### config.mk
export PLATFORM = sky130hd
export DESIGN_NAME = tbid_decode
export DESIGN_NICKNAME = d
export VERILOG_FILES = /design/src/inc/tbid_pkg.sv /design/src/core/tbid_decode.sv
export VERILOG_INCLUDE_DIRS = /design/src /design/src/inc
export SDC_FILE = /design/constraint.sdc
export NUM_CORES = 1
export LEC_CHECK = 0
export BUFFER_PORTS_ARGS = -buffer_cell sky130_fd_sc_hd__buf_2
export CORE_MARGIN = 10
export CORE_UTILIZATION = 40
export DETAILED_ROUTE_END_ITERATION = 8
export HOLD_SLACK_MARGIN = 0.12
export PLACE_DENSITY = 0.73
export SYNTH_ARGS = -nofsm -noshare
export SYNTH_HDL_FRONTEND = slang
export SYNTH_SLANG_ARGS = --single-unit
### constraint.sdc
create_clock -name clk_i -period 3.19 [get_ports clk_i]
set_clock_uncertainty 0.05 [all_clocks]
set_input_delay 0.1595 -clock clk_i [delete_from_list [all_inputs] [get_ports clk_i]]
set_output_delay 0.1595 -clock clk_i [all_outputs]
set_load 0.02 [all_outputs]
### src/inc/tbid_defs.svh
// Constants for the twelve-bit instruction decoder: field positions and timing
`ifndef TBID_DEFS_SVH
`define TBID_DEFS_SVH

// ****************************************************************
// Word and field layout
// ****************************************************************
`define TBID_WORD_W        12
`define TBID_OPB_MSB       11
`define TBID_OPB_LSB       6
`define TBID_DEST_BIT      5
`define TBID_SEL_MSB       4
`define TBID_SEL_LSB       0
`define TBID_OPS_LSB       8
`define TBID_POS_MSB       7
`define TBID_POS_LSB       5
`define TBID_IMM_MSB       7
`define TBID_OPJ_LSB       9
`define TBID_JIMM_MSB      8
`define TBID_ADDR_MAX      7'h7F

// ****************************************************************
// Instruction cycle timing
// ****************************************************************
`define TBID_PHASES        4
`define TBID_RST_WORD      12'h000

`endif

### src/inc/tbid_pkg.sv
// Types shared by the twelve-bit instruction decoder
package tbid_pkg;

  // Instruction group, one-hot
  typedef enum logic [2:0] {
    TBID_GRP_BYTE = 3'b001,
    TBID_GRP_BIT  = 3'b010,
    TBID_GRP_IMM  = 3'b100
  } tbid_grp_e;

  // Fetch sequencer state, one-hot
  typedef enum logic [1:0] {
    TBID_ST_RUN   = 2'b01,
    TBID_ST_FLUSH = 2'b10
  } tbid_st_e;

endpackage

### src/core/tbid_decode.sv
// Twelve-bit instruction decoder with four-phase instruction cycle timing
// Operation
// [RQ1] Each instruction is one 12-bit word: opcode plus operand fields.
// [RQ2] Every word falls into exactly one group: byte, bit, or immediate/control.
// [RQ3] Byte ops: destination flag 0 targets accumulator, 1 targets the file register.
// [RQ4] Register selector is a data address within 0x00 to 0x7F.
// [RQ5] Bit ops: position index picks one bit of the 8-bit register.
// [RQ6] Immediate is 8 bits, or 9 bits for the unconditional jump.
// [RQ7] One instruction cycle normally; two on true skip or program counter change.
// [RQ8] An instruction cycle is four consecutive clock periods, fetch and execute phases.
// [RQ9] Don't-care bits are ignored; tools should write them as zero.
// [RQ10] Byte ops: opcode 11:6, destination flag 5, selector 4:0.
// [RQ11] Immediate ops except jump: opcode 11:8, immediate 7:0.
// [RQ12] Jump: opcode 11:9, 9-bit immediate 8:0 is the target.
// [RQ13] Bit ops: opcode 11:8, position index 7:5, selector 4:0.
// [RQ14] Two-cycle instructions drop the prefetched word and run a no-operation cycle.
`timescale 1ns/100ps
`include "tbid_defs.svh"

module tbid_decode #(
  parameter int WORD_W = `TBID_WORD_W,
  parameter int PHASES = `TBID_PHASES
) (
  // Clock and reset
  input  wire logic              clk_i,
  input  wire logic              rst_i,
  // Program memory word and execution feedback
  input  wire logic [11:0]       word_i,
  input  wire logic              cond_true_i,
  // Phase strobes
  output logic                   fetch_o,
  output logic                   exec_o,
  output logic [1:0]             phase_o,
  // Decoded fields
  output logic                   valid_o,
  output logic [2:0]             group_o,
  output logic [5:0]             opcode_o,
  output logic                   result_target_flag_o,
  output logic [4:0]             register_selector_o,
  output logic [2:0]             position_index_o,
  output logic [8:0]             immediate_value_o,
  output logic                   is_jump_o,
  output logic                   two_cycle_o,
  output logic                   flush_o
);

  // Elaboration check: the field map is fixed to a 12-bit word and four phases
  if (WORD_W != 12 || PHASES != 4) begin : g_bad_param
    $error("tbid_decode supports only 12-bit words and four phases");
  end

  // ****************************************************************
  // Phase divider
  // ****************************************************************
  logic [1:0] phase_reg, phase_next;

  // Four clock periods make one instruction cycle
  always_comb begin
    phase_next = phase_reg + 2'd1; // [RQ8]
  end

  always_ff @(posedge clk_i) begin
    if (rst_i) begin
      phase_reg <= 2'd0;
    end else begin
      phase_reg <= phase_next;
    end
  end

  // ****************************************************************
  // Fetch and decode
  // ****************************************************************
  tbid_pkg::tbid_st_e st_reg, st_next;
  logic [11:0] ir_reg, ir_next;
  logic        valid_reg, valid_next;
  logic [2:0]  grp_reg, grp_next;
  logic [5:0]  op_reg, op_next;
  logic        dst_reg, dst_next;
  logic [4:0]  sel_reg, sel_next;
  logic [2:0]  pos_reg, pos_next;
  logic [8:0]  imm_reg, imm_next;
  logic        jmp_reg, jmp_next;
  logic        two_reg, two_next;
  logic        flush_reg, flush_next;
  logic        fetch_reg, fetch_next;
  logic        exec_reg, exec_next;
  logic        is_skip, fixed_two;
  logic [11:0] w;

  // Word latches at phase 3 end so fields are stable for a whole instruction cycle
  always_comb begin
    w          = ir_reg;
    st_next    = st_reg;
    ir_next    = ir_reg;
    valid_next = valid_reg;
    flush_next = 1'b0;
    fetch_next = (phase_next == 2'd3);
    exec_next  = (phase_next == 2'd0);
    if (phase_reg == 2'd3) begin
      case (st_reg)
        tbid_pkg::TBID_ST_RUN: begin
          if (two_reg) begin
            // Prefetched word discarded, bubble runs as no-operation
            ir_next    = `TBID_RST_WORD; // [RQ14]
            valid_next = 1'b0;
            flush_next = 1'b1;
            st_next    = tbid_pkg::TBID_ST_FLUSH;
          end else begin
            ir_next    = word_i; // [RQ1]
            valid_next = 1'b1;
          end
        end
        tbid_pkg::TBID_ST_FLUSH: begin
          ir_next    = word_i;
          valid_next = 1'b1;
          st_next    = tbid_pkg::TBID_ST_RUN;
        end
        default: begin
          st_next    = tbid_pkg::TBID_ST_RUN;
          valid_next = 1'b0;
        end
      endcase
    end
    w = ir_next;
    // Group by top bits: 00 byte, 01 bit, 1x immediate/control
    case (w[11:10])
      2'b00:   grp_next = tbid_pkg::TBID_GRP_BYTE; // [RQ2]
      2'b01:   grp_next = tbid_pkg::TBID_GRP_BIT;
      default: grp_next = tbid_pkg::TBID_GRP_IMM;
    endcase
    jmp_next = (w[11:9] == 3'b101);
    dst_next = 1'b0;
    sel_next = 5'd0;
    pos_next = 3'd0;
    imm_next = 9'd0;
    op_next  = 6'd0;
    // Fields not used by the group stay zero, so don't-care bits never leak
    if (grp_next == tbid_pkg::TBID_GRP_BYTE) begin
      op_next  = w[`TBID_OPB_MSB:`TBID_OPB_LSB]; // [RQ10]
      dst_next = w[`TBID_DEST_BIT];              // [RQ3]
      sel_next = w[`TBID_SEL_MSB:`TBID_SEL_LSB]; // [RQ4]
    end else if (grp_next == tbid_pkg::TBID_GRP_BIT) begin
      op_next  = {2'b00, w[11:`TBID_OPS_LSB]};   // [RQ13]
      pos_next = w[`TBID_POS_MSB:`TBID_POS_LSB]; // [RQ5]
      sel_next = w[`TBID_SEL_MSB:`TBID_SEL_LSB];
    end else if (jmp_next) begin
      op_next  = {3'b000, w[11:`TBID_OPJ_LSB]};  // [RQ12]
      imm_next = w[`TBID_JIMM_MSB:0];            // [RQ6]
    end else begin
      op_next  = {2'b00, w[11:`TBID_OPS_LSB]};   // [RQ11]
      imm_next = {1'b0, w[`TBID_IMM_MSB:0]};
    end
    // Classify the word in execution; bits of no field are never a decision input [RQ9]
    is_skip   = (ir_reg[11:9] == 3'b011) || (ir_reg[11:6] == 6'b001011) || (ir_reg[11:6] == 6'b001111);
    fixed_two = (ir_reg[11:10] == 2'b10);
    two_next  = two_reg;
    if (phase_reg == 2'd3) begin
      two_next = 1'b0;
    end else if (phase_reg == 2'd2 && valid_reg) begin
      // Taken skip or program counter change adds a second cycle [RQ7]
      two_next = fixed_two || (is_skip && cond_true_i);
    end
  end

  always_ff @(posedge clk_i) begin
    if (rst_i) begin
      st_reg    <= tbid_pkg::TBID_ST_RUN;
      ir_reg    <= `TBID_RST_WORD;
      valid_reg <= 1'b0;
      grp_reg   <= tbid_pkg::TBID_GRP_BYTE;
      op_reg    <= 6'd0;
      dst_reg   <= 1'b0;
      sel_reg   <= 5'd0;
      pos_reg   <= 3'd0;
      imm_reg   <= 9'd0;
      jmp_reg   <= 1'b0;
      two_reg   <= 1'b0;
      flush_reg <= 1'b0;
      fetch_reg <= 1'b0;
      exec_reg  <= 1'b0;
    end else begin
      st_reg    <= st_next;
      ir_reg    <= ir_next;
      valid_reg <= valid_next;
      grp_reg   <= grp_next;
      op_reg    <= op_next;
      dst_reg   <= dst_next;
      sel_reg   <= sel_next;
      pos_reg   <= pos_next;
      imm_reg   <= imm_next;
      jmp_reg   <= jmp_next;
      two_reg   <= two_next;
      flush_reg <= flush_next;
      fetch_reg <= fetch_next;
      exec_reg  <= exec_next;
    end
  end

  // Outputs straight from flops
  assign phase_o              = phase_reg;
  assign fetch_o              = fetch_reg;
  assign exec_o               = exec_reg;
  assign valid_o              = valid_reg;
  assign group_o              = grp_reg;
  assign opcode_o             = op_reg;
  assign result_target_flag_o = dst_reg;
  assign register_selector_o  = sel_reg;
  assign position_index_o     = pos_reg;
  assign immediate_value_o    = imm_reg;
  assign is_jump_o            = jmp_reg;
  assign two_cycle_o          = two_reg;
  assign flush_o              = flush_reg;

  // ****************************************************************
  // Assertions
  // ****************************************************************
  AST_PHASE_WRAP: assert property (@(posedge clk_i) disable iff (rst_i) // [RQ8]
    phase_reg == 2'd3 |=> phase_reg == 2'd0) else $error("phase did not wrap");
  AST_FETCH_EVERY4: assert property (@(posedge clk_i) disable iff (rst_i) // [RQ8]
    fetch_reg |-> ##4 fetch_reg) else $error("fetch strobe not every four clocks");
  AST_ONE_GROUP: assert property (@(posedge clk_i) disable iff (rst_i) // [RQ2]
    $onehot(grp_reg)) else $error("group not one-hot");
  AST_BYTE_FIELDS: assert property (@(posedge clk_i) disable iff (rst_i) // [RQ10]
    grp_reg == tbid_pkg::TBID_GRP_BYTE |-> op_reg == ir_reg[11:6] && sel_reg == ir_reg[4:0]
      && dst_reg == ir_reg[5]) else $error("byte field split wrong");
  AST_BIT_FIELDS: assert property (@(posedge clk_i) disable iff (rst_i) // [RQ13]
    grp_reg == tbid_pkg::TBID_GRP_BIT |-> pos_reg == ir_reg[7:5] && imm_reg == 9'd0)
    else $error("bit field split wrong");
  AST_JUMP_IMM: assert property (@(posedge clk_i) disable iff (rst_i) // [RQ12]
    jmp_reg |-> imm_reg == ir_reg[8:0] && op_reg == 6'b000101) else $error("jump target wrong");
  AST_LIT_IMM: assert property (@(posedge clk_i) disable iff (rst_i) // [RQ11]
    grp_reg == tbid_pkg::TBID_GRP_IMM && !jmp_reg |-> imm_reg[8] == 1'b0
      && imm_reg[7:0] == ir_reg[7:0]) else $error("literal wrong");
  AST_FLUSH_BUBBLE: assert property (@(posedge clk_i) disable iff (rst_i) // [RQ14]
    flush_reg |-> !valid_reg && ir_reg == 12'h000 ##4 valid_reg) else $error("no bubble after two-cycle op");
  AST_TWO_CYCLE: assert property (@(posedge clk_i) disable iff (rst_i) // [RQ7]
    phase_reg == 2'd2 && valid_reg && ir_reg[11:10] == 2'b10 |=> two_reg ##1 flush_reg)
    else $error("branch not two cycles");
  AST_SKIP_TWO: assert property (@(posedge clk_i) disable iff (rst_i) // [RQ7]
    phase_reg == 2'd2 && valid_reg && ir_reg[11:9] == 3'b011 && cond_true_i |=> two_reg ##1 flush_reg)
    else $error("taken bit test skip not two cycles");
  AST_ONE_CYCLE: assert property (@(posedge clk_i) disable iff (rst_i) // [RQ7]
    phase_reg == 2'd2 && valid_reg && ir_reg[11:9] == 3'b000 |=> !two_reg ##1 !flush_reg)
    else $error("plain byte op took two cycles");

  COV_BYTE: cover property (@(posedge clk_i) valid_reg && grp_reg == tbid_pkg::TBID_GRP_BYTE);
  COV_BIT: cover property (@(posedge clk_i) valid_reg && grp_reg == tbid_pkg::TBID_GRP_BIT);
  COV_JUMP: cover property (@(posedge clk_i) valid_reg && jmp_reg);
  COV_FLUSH: cover property (@(posedge clk_i) flush_reg);

endmodule // tbid_decode

# Word-level counts from Yosys, hierarchy flattened
# Cells that the tools add are included.
[totals] in_bits=15 reg_bits=49 wordCells=64
[op_classes] n_bitwise=5 addsub=1 muxes=14 reduce_logical=14 n_eq_ne=14
[op_table] operator="$mux W12" count=2
[op_table] operator="$pmux W12 S2" count=1
[op_table] operator="$eq A6 B4 Y1 const B" count=2
[op_table] operator="$eq A2 B2 Y1 const B" count=5
[op_table] operator="$mux W5" count=2
[op_table] operator="$reduce_or A3 Y1" count=3
[op_table] operator="$mux W4" count=2
[op_table] operator="$eq A3 B2 Y1 const B" count=2
[op_table] operator="$mux W6" count=1
[op_table] operator="$pmux W3 S2" count=1
[op_table] operator="$not A1 Y1" count=5
[op_table] operator="$eq A2 B1 Y1 const B" count=2
[op_table] operator="$logic_not A2 Y1" count=2
[op_table] operator="$mux W2" count=2
[op_table] operator="$reduce_or A2 Y1" count=2
[op_table] operator="$reduce_or A4 Y1" count=1
[op_table] operator="$eq A3 B1 Y1 const B" count=1
[op_table] operator="$eq A3 B3 Y1 const B" count=1
[op_table] operator="$logic_or A1 B1 Y1" count=3
[op_table] operator="$add A2 B1 Y2 const B" count=1
[op_table] operator="$logic_and A1 B1 Y1" count=2
[op_table] operator="$mux W1" count=2
[op_table] operator="$ne A2 B2 Y1 const B" count=1
[op_table] operator="$pmux W1 S2" count=1
[op_table] operator="$reduce_and A2 Y1" count=1

# Logic depth before layout (Yosys ltp)
# Gate-level depths: netlist (run 1).
[depth] depth_word=8 ltp_mapped=7 depth_no_buf=6

# Least setup slack after synthesis (run 1)
# Ideal clock, no wire load.
[synth_path] path_type="reg-to-reg" from="register st_reg[0]" to="register imm_reg[0], in the netlist immediate_value_o[0]" setup_ps=115 arrival_ps=1548 setup_slack_ps=1477 path_stages_with_launch=8 n_path_buf=1 cell_sequence="dfxtp_1 -> inv_1 -> ha_1 -> nand2b_1 -> and2_4 -> or2_1 -> buf_6 -> and2_1"
[synth_via] elab_chain_cells=7
[synth_rtl] element="from (decl)" line_no="tbid_decode.sv:73" text="tbid_pkg::tbid_st_e st_reg, st_next;"
[synth_rtl] element="from (signal assigned)" line_no="tbid_decode.sv:167" text="st_reg <= tbid_pkg::TBID_ST_RUN;"
[synth_rtl] element="from (signal assigned)" line_no="tbid_decode.sv:182" text="st_reg <= st_next;"
[synth_rtl] element="$eq A2 B2 Y1 / $eq A2 B1 Y1 (equally long branches)" line_no="tbid_decode.sv:100" text="case (st_reg)"
[synth_rtl] element="$pmux W12 S2 (*)" line_no="tbid_decode.sv:100"
[synth_rtl] element="$mux W12 (*)" line_no="tbid_decode.sv:99" text="if (phase_reg == 2'd3) begin"
[synth_rtl] element="$eq A2 B1 Y1 / $logic_not A2 Y1 (equally long branches)" line_no="tbid_decode.sv:126" text="case (w[11:10])"
[synth_rtl] element="$pmux W3 S2" line_no="tbid_decode.sv:126"
[synth_rtl] element="$eq A3 B1 Y1 / $eq A3 B2 Y1 (equally long branches)" line_no="tbid_decode.sv:138, tbid_decode.sv:142"
[synth_rtl] element="$reduce_or A3 Y1 (no line)"
[synth_rtl] element="to (signal assigned)" line_no="tbid_decode.sv:190" text="imm_reg <= imm_next;"
[synth_rtl] element="to (decl)" line_no="tbid_decode.sv:81" text="logic [8:0] imm_reg, imm_next;"
# Mark *: on every way between the ends. The rest lies on a longest branch, timed or not.
# A chain may end at the register's enable or synchronous reset.

# Worst setup path in the final report (run 1)
[layout_path] from="register st_reg[0]" to="register imm_reg[3], in the netlist immediate_value_o[3]"
# Same word-level chain as after synthesis.

==> results of run 1 <==
cell usage after synthesis (all sizes together):
cell type	number
a211o	2
a211oi	1
a21o	1
a21oi	10
a221oi	1
a22oi	4
a2bb2oi	1
a31oi	1
and2	13
and3	1
buf	7
clkbuf	1
conb	1
dfxtp	49
ha	6
inv	10
nand2	11
nand2b	2
nor2	11
nor2b	6
nor3	9
nor3b	1
nor4	1
o2111ai	1
o211a	1
o211ai	7
o21a	1
o21ai	4
o221ai	2
o32ai	1
or2	1
or3	1
per-layer routing:
| layer | wire, microns | part of all wire |
|---|---|---|
| met2 | 1720 | 0.44 |
| met4 | 37 | 0.0095 |
| met1 | 1720 | 0.44 |
| met3 | 432 | 0.11 |
| met5 | 0 | 0 |
worst min path at each step:
stage,startpoint,endpoint,depth (start not counted),slack (ns)
3_5_place_dp,word_i[7],ir_reg[7],3,0.40
4_1_cts,word_i[6],ir_reg[6],3,0.12
2_1_floorplan,word_i[9],ir_reg[9],2,0.28
3_3_place_gp,word_i[5],ir_reg[5],3,0.40
5_1_grt,word_i[3],ir_reg[3],3,0.13
6_report,word_i[6],ir_reg[6],3,0.13
power by group:
| group | switching [uW] | internal [uW] |
|---|---|---|
| sequential | 8.50 | 629 |
| clock | 196 | 151 |
| combinational | 67.5 | 38.8 |
| total | 272 | 820 |
logic make-up (layout without fill, tap and decap cells):
group           count (synthesis)  after routing  share of synthesized area
simple gates                   57             57                      0.177
other cells                     1              2                    0.00210
fa+ha+maj                       6              6                     0.0420
flops                          49             49                      0.548
buf+inv                        18             69                     0.0511
compound gates                 38             38                      0.180
layout make-up:
cell class	count	area (sq um)	area share
Sequential cell	49	981	0.455
Timing Repair Buffer	51	265	0.123
Clock buffer	5	68.8	0.0319
Tap cell	52	65.1	0.0302
Inverter	10	37.5	0.0174
Multi-Input combinational cell	103	721	0.334
Clock inverter	3	17.5	0.00813
metrics by stage:
stage               hold slack, ns  total power (uW)  instances
floorplan                    0.276               724        170
global placement             0.403               756        263
detailed placement           0.405               757        263
CTS                          0.120              1100        273
global route                 0.131              1140        273
finish                       0.132              1090        273
layout by cell type (no fill, tap or decap), types with 3 or more instances in the layout:
master,n
nor3_1,6
inv_1,10
clkbuf_8,5
and2_1,12
o21ai_0,3
nand2_1,11
nor2_1,11
a22oi_2,3
ha_1,6
nor3_2,3
o211ai_1,7
nor2b_1,5
a21oi_1,9
buf_2,49
dfxtp_1,49
worst max-delay path, delay by kind of cell (launching register included):
family / cells / cell delay [ns]
DFF: 1 / 0.37
adders and majority gates: 1 / 0.33
buffers and inverters: 1 / 0.06
and+or+nand+nor: 4 / 1.30
==> metrics.md, run 1 <==
| Metric | Value |
|---|---|
| R2r startpoint | `st_reg[0]` |
| Vias in the first global route | `1395` |
| Worst Setup SP | `st_reg[0]` |
| Largest net degree at the start of global routing | `27` |
| Max reg flops | `12` |
| Synth area leader | `dfxtp_1` |
| First-pass GRT wire length | `6.52 mm` |
| CTS Buf Count | `5` |
| RSZ-0062 raised after global routing | `false` |
| Crit path launch type | `flop` |
| Via count | `1336` |
| Cell Rows | `24` |
| Pleak | `approximately 0.001 uW` |
| Final Instance Area | `approximately 2200 sq um` |
| Worst setup EP type | `flop` |
| Synth warnings | `0` |
| Grt met1 use | `0.125` |
| Hold-fix buffers, CTS | `2` |
| Worst-Skew Late Latency | `~0.3 ns` |
| Critical path arrival | `2.36 ns` |
| Dpl ws | `about 0.99 ns` |
| Total Wirelength | `3.92 mm` |
| Synthesized instance count | `approximately 170` |
| Final-report setup violation count | `0` |
| CTS H-tree depth | `2` |
| Detailed placement HPWL | `2.87 mm` |
| Slowest stage delay, CP | `0.41 ns` |
| Final nets | `241` |
| CP Max Fanout | `14` |
| Max Cap Viol | `0` |
| DRT Pass-1 Iters | `4` |
| Cells on worst reg2reg path | `6` |
| Post-CTS Setup Bufs | `0` |
| GR Util met2 | `0.163` |
| Via density | `4.89` |
| GR peak layer | `met2` |
| Die area | `between 7000 and 8000 sq um` |
| Synthesized area | `1790 sq um` |
| Worst-Margin Slew | `0.743 ns` |
| Outcome | `finished, final reports clean` |
| Area delta synth->final | `20.5%` |
| DRC viols | `0` |
| Final core occ | `0.495` |
| Ant. Diodes | `0` |
| Crit path cell chain | `inv_1 -> ha_1 -> nand2b_1 -> and2_4 -> or2_1 -> and2_1` |
| Fill cells | `~420` |
| R2R Setup Slk | `0.98 ns` |
| Critical Path Sink | `immediate_value_o[3]` |
| IO Count | `50` |
| WP data required | `3.33 ns` |
| Drt first-iter violations | `86` |
| Peak VDD IR | `~0.17 mV` |
| Post-cts resize count | `0` |
| Setup TNS Final | `0 ns` |
| P per Cell Area | `506 nW/um^2` |
| Max Transition Viols Final | `0` |
| CTS Root Cell | `clkbuf_8` |
| CTS clk-pin slew, worst paths | `0.08 ns` |
| Core area | `around 4400 sq um` |
| Netlist cell types | `41` |
| Critical-path top delay cell | `nand2b_1` |
| Met3 usage | `0.0571` |
| Maximum clock rate | `452 MHz` |
| Clock Sinks | `49` |
| Routability Congestion | `0.789` |
| Syn_area_per_cell | `10.6 sq um` |
| Starting Density | `0.411` |
| Post-DP Area | `2050 sq um` |
| I/O Buffers | `49` |
| GRT Util Overall | `0.107` |
| Initial antenna violation count | `0` |
| Gr ovfl total | `0` |
| Fin. Hold Viols | `0` |
| Dominant cells by area after synthesis | `dfxtp_1, and2_1, ha_1, o211ai_1, a21oi_1` |
| Die H | `86.9 microns` |
| Final ANT Viol Nets | `0` |
| Top cell type's share of synthesized area | `0.548` |
| Final worst setup slack | `0.975 ns` |
| Fin crit period | `2.21 ns` |
| Drt wl/cell | `14.3 microns` |
| CTS Buffer Depth | `2` |
| Post-synthesis sequential area ratio | `0.548` |
| Hold WC Path Type | `in -> reg` |
| Slew HR | `0.503` |
| Critical path class | `reg -> reg` |
| Worst R2R End | `immediate_value_o[3]` |
| CTS tree | `yes` |
| Die span in x | `86.9 microns` |
| Final period util | `0.694` |
| Post-synthesis register bit count | `49` |
| Layout cells sized above 1 | `0.321` |
Note: power is estimated with default switching activity, not from simulation.
==> run 2, diff against run 1 <==
--- a/config.mk
+++ b/config.mk
@@ -11,7 +11,7 @@
 export CORE_UTILIZATION = 40
 export DETAILED_ROUTE_END_ITERATION = 8
 export HOLD_SLACK_MARGIN = 0.12
-export PLACE_DENSITY = 0.73
+export PLACE_DENSITY = 0.75
 export SYNTH_ARGS = -nofsm -noshare
 export SYNTH_HDL_FRONTEND = slang
 export SYNTH_SLANG_ARGS = --single-unit
==> constraint.sdc (replaced) <==
create_clock -name clk_i -period 2 [get_ports clk_i]
set_clock_uncertainty 0.05 [all_clocks]
set_input_delay 0.1 -clock clk_i [delete_from_list [all_inputs] [get_ports clk_i]]
set_output_delay 0.1 -clock clk_i [all_outputs]
set_load 0.02 [all_outputs]
==> run 2 against run 1 <==
Net effect:
- core utilization is 4.5 points higher
- setup slack worse by 0.79 ns
- routed wire length is 2.4% higher
- flip-flop and latch count is the same
- non-clock buffer count grew 17
- global-route usage increased by 0.14 points
==> metrics.md, run 2 (synthesis results as in run 1) <==
| Metric | Value |
|---|---|
| Crit path launch type | `flop (unchanged)` |
| Via density | `4.76 (was 4.89)` |
| Drt first-iter violations | `60 (was 86)` |
| RSZ-0062 raised after global routing | `false (unchanged)` |
| CTS clk-pin slew, worst paths | `0.09 ns (was 0.08 ns)` |
| Fill cells | `386 (was 424)` |
| Final Instance Area | `2350 sq um (was 2160 sq um)` |
| Clock Sinks | `49 (unchanged)` |
| CTS Root Cell | `clkbuf_8 (unchanged)` |
| IO Count | `50 (unchanged)` |
| Outcome | `finished, final reports clean (unchanged)` |
| Routability Congestion | `0.789 (unchanged)` |
| CP Max Fanout | `7 (was 14)` |
| CTS Buf Count | `5 (unchanged)` |
| Total Wirelength | `4.01 mm (was 3.92 mm)` |
| CTS Buffer Depth | `2 (unchanged)` |
| Crit path cell chain | `ha_1 -> nor2b_4 -> buf_12 -> o21a_4 -> a22oi_2 -> a221oi_2 (was inv_1 -> ha_1 -> nand2b_1 -> and2_4 -> or2_1 -> and2_1)` |
| Starting Density | `0.411 (unchanged)` |
| Hold WS | `0.195 ns (was 0.132 ns)` |
| Via count | `1381 (was 1336)` |
| Fin crit period | `1.82 ns (was 2.21 ns)` |
| Final-report setup violation count | `0 (unchanged)` |
| Slowest stage delay, CP | `0.40 ns (was 0.41 ns)` |
| Ant. Diodes | `0 (unchanged)` |
| Final nets | `258 (was 241)` |
| Pleak | `0.00107 uW (was 0.000982 uW)` |
| Gr ovfl total | `0 (unchanged)` |
| Die H | `86.9 microns (unchanged)` |
| Core area | `4350 sq um (unchanged)` |
| Initial antenna violation count | `0 (unchanged)` |
| Area delta synth->final | `31.5% (was 20.5%)` |
| Largest net degree at the start of global routing | `26 (was 27)` |
| First-pass GRT wire length | `6.47 mm (was 6.52 mm)` |
| Layout cells sized above 1 | `0.340 (was 0.321)` |
| P per Cell Area | `809 nW/um^2 (was 506 nW/um^2)` |
| DRC viols | `0 (unchanged)` |
| Max Cap Viol | `0 (unchanged)` |
| Max reg flops | `12 (unchanged)` |
| DRT Pass-1 Iters | `5 (was 4)` |
| Maximum clock rate | `550 MHz (was 452 MHz)` |
| Final period util | `0.909 (was 0.694)` |
| Critical path class | `reg -> reg (unchanged)` |
| Hold WC Path Type | `in -> reg (unchanged)` |
| Worst setup EP type | `flop (unchanged)` |
| Max Transition Viols Final | `0 (unchanged)` |
| Setup TNS Final | `0 ns (unchanged)` |
| Worst hold stages | `4 (was 3)` |
| Final ANT Viol Nets | `0 (unchanged)` |
| Worst path buffer plus inverter count | `1 (unchanged)` |
| Post-DP Area | `2090 sq um (was 2050 sq um)` |
| CTS H-tree depth | `2 (unchanged)` |
| Die span in x | `86.9 microns (unchanged)` |
| Most frequent cells in the layout | `dfxtp_1, buf_2, and2_1, nand2_1, dlygate4sd3_1 (was dfxtp_1, buf_2, and2_1, nor2_1, nand2_1)` |
| CTS tree | `yes (unchanged)` |
| Peak VDD IR | `0.368 mV (was 0.170 mV)` |
| Critical-path top delay cell | `dfxtp_1 (was nand2b_1)` |
| Cells on worst reg2reg path | `6 (unchanged)` |
| Critical path depth | `6 (unchanged)` |
| Fin. Hold Viols | `0 (unchanged)` |
| CP top delay family | `compound AO/OA/AOI/OAI gates (was simple AND/OR/NAND/NOR gates)` |
| Drt wl/cell | `13.8 microns (was 14.3 microns)` |
| WP data required | `2.17 ns (was 3.33 ns)` |
| Vias in the first global route | `1357 (was 1395)` |
| Worst-Skew Late Latency | `0.30 ns (about the same)` |
| I/O Buffers | `49 (unchanged)` |
| Detailed placement HPWL | `2.95 mm (was 2.87 mm)` |
| Cell Rows | `24 (unchanged)` |
| Critical path arrival | `1.99 ns (was 2.36 ns)` |
| Die area | `7550 sq um (unchanged)` |
| GRT Util Overall | `0.108 (was 0.107)` |
run 2: through the flow:
stage,worst slack (ns),power [uW],util,std cells
after floorplan,0.287,1160,-,170
after global placement,0.101,1210,0.481,269
after detailed placement,0.0529,1210,0.481,269
after CTS,0.0375,1920,0.532,288
after global routing,0.0166,1990,0.540,290
final,0.182,1900,0.540,290
run 2: repair_timing:
| item | CTS | global route |
|---|---|---|
| resized for setup | 0 | 3 |
| endpoints found under the setup margin | 0 | 19 |
| hold buffers | 11 | 0 |
| buffers inserted | 0 | 2 |
| endpoints found under the hold margin | 18 | 0 |
run 2: worst paths after layout:
path	slack, ns	to	start
worst max-delay path	0.18	opcode_o[0]	phase_o[0]
worst min-delay path	0.19	ir_reg[8]	word_i[8]
worst max register to register	0.18	opcode_o[0]	phase_o[0]
worst min register to register	0.42	ir_reg[1]	ir_reg[1]
run 2: worst reg2reg max path: stages, from the launching register on:
cell,delay (ns)
dfxtp_1,0.40
ha_1,0.28
nor2b_4,0.29
buf_12,0.14
o21a_4,0.17
a22oi_2,0.11
a221oi_2,0.30
run 2: area by class of cell:
type,count,area (sq um),share of cell area
Sequential cell,49,981,0.417
Multi-Input combinational cell,103,729,0.310
Timing Repair Buffer,68,428,0.182
Clock buffer,6,72.6,0.0309
Tap cell,52,65.1,0.0277
Clock inverter,2,38.8,0.0165
Inverter,10,37.5,0.0160
run 2: metal layers:
layer	track usage	vias up	wire, microns
li1	-	706	-
met3	0.0534	7	439
met2	0.172	49	1780
met5	0	-	0
met1	0.122	619	1730
met4	0.0398	0	63
run 2: power by group:
group / leakage, uW / internal [uW] / switching, uW
sequential: 0.000397 / 1000 / 13.5
combinational: 0.000621 / 83.7 / 112
clock: 0.0000554 / 375 / 315
total: 0.00107 / 1460 / 441
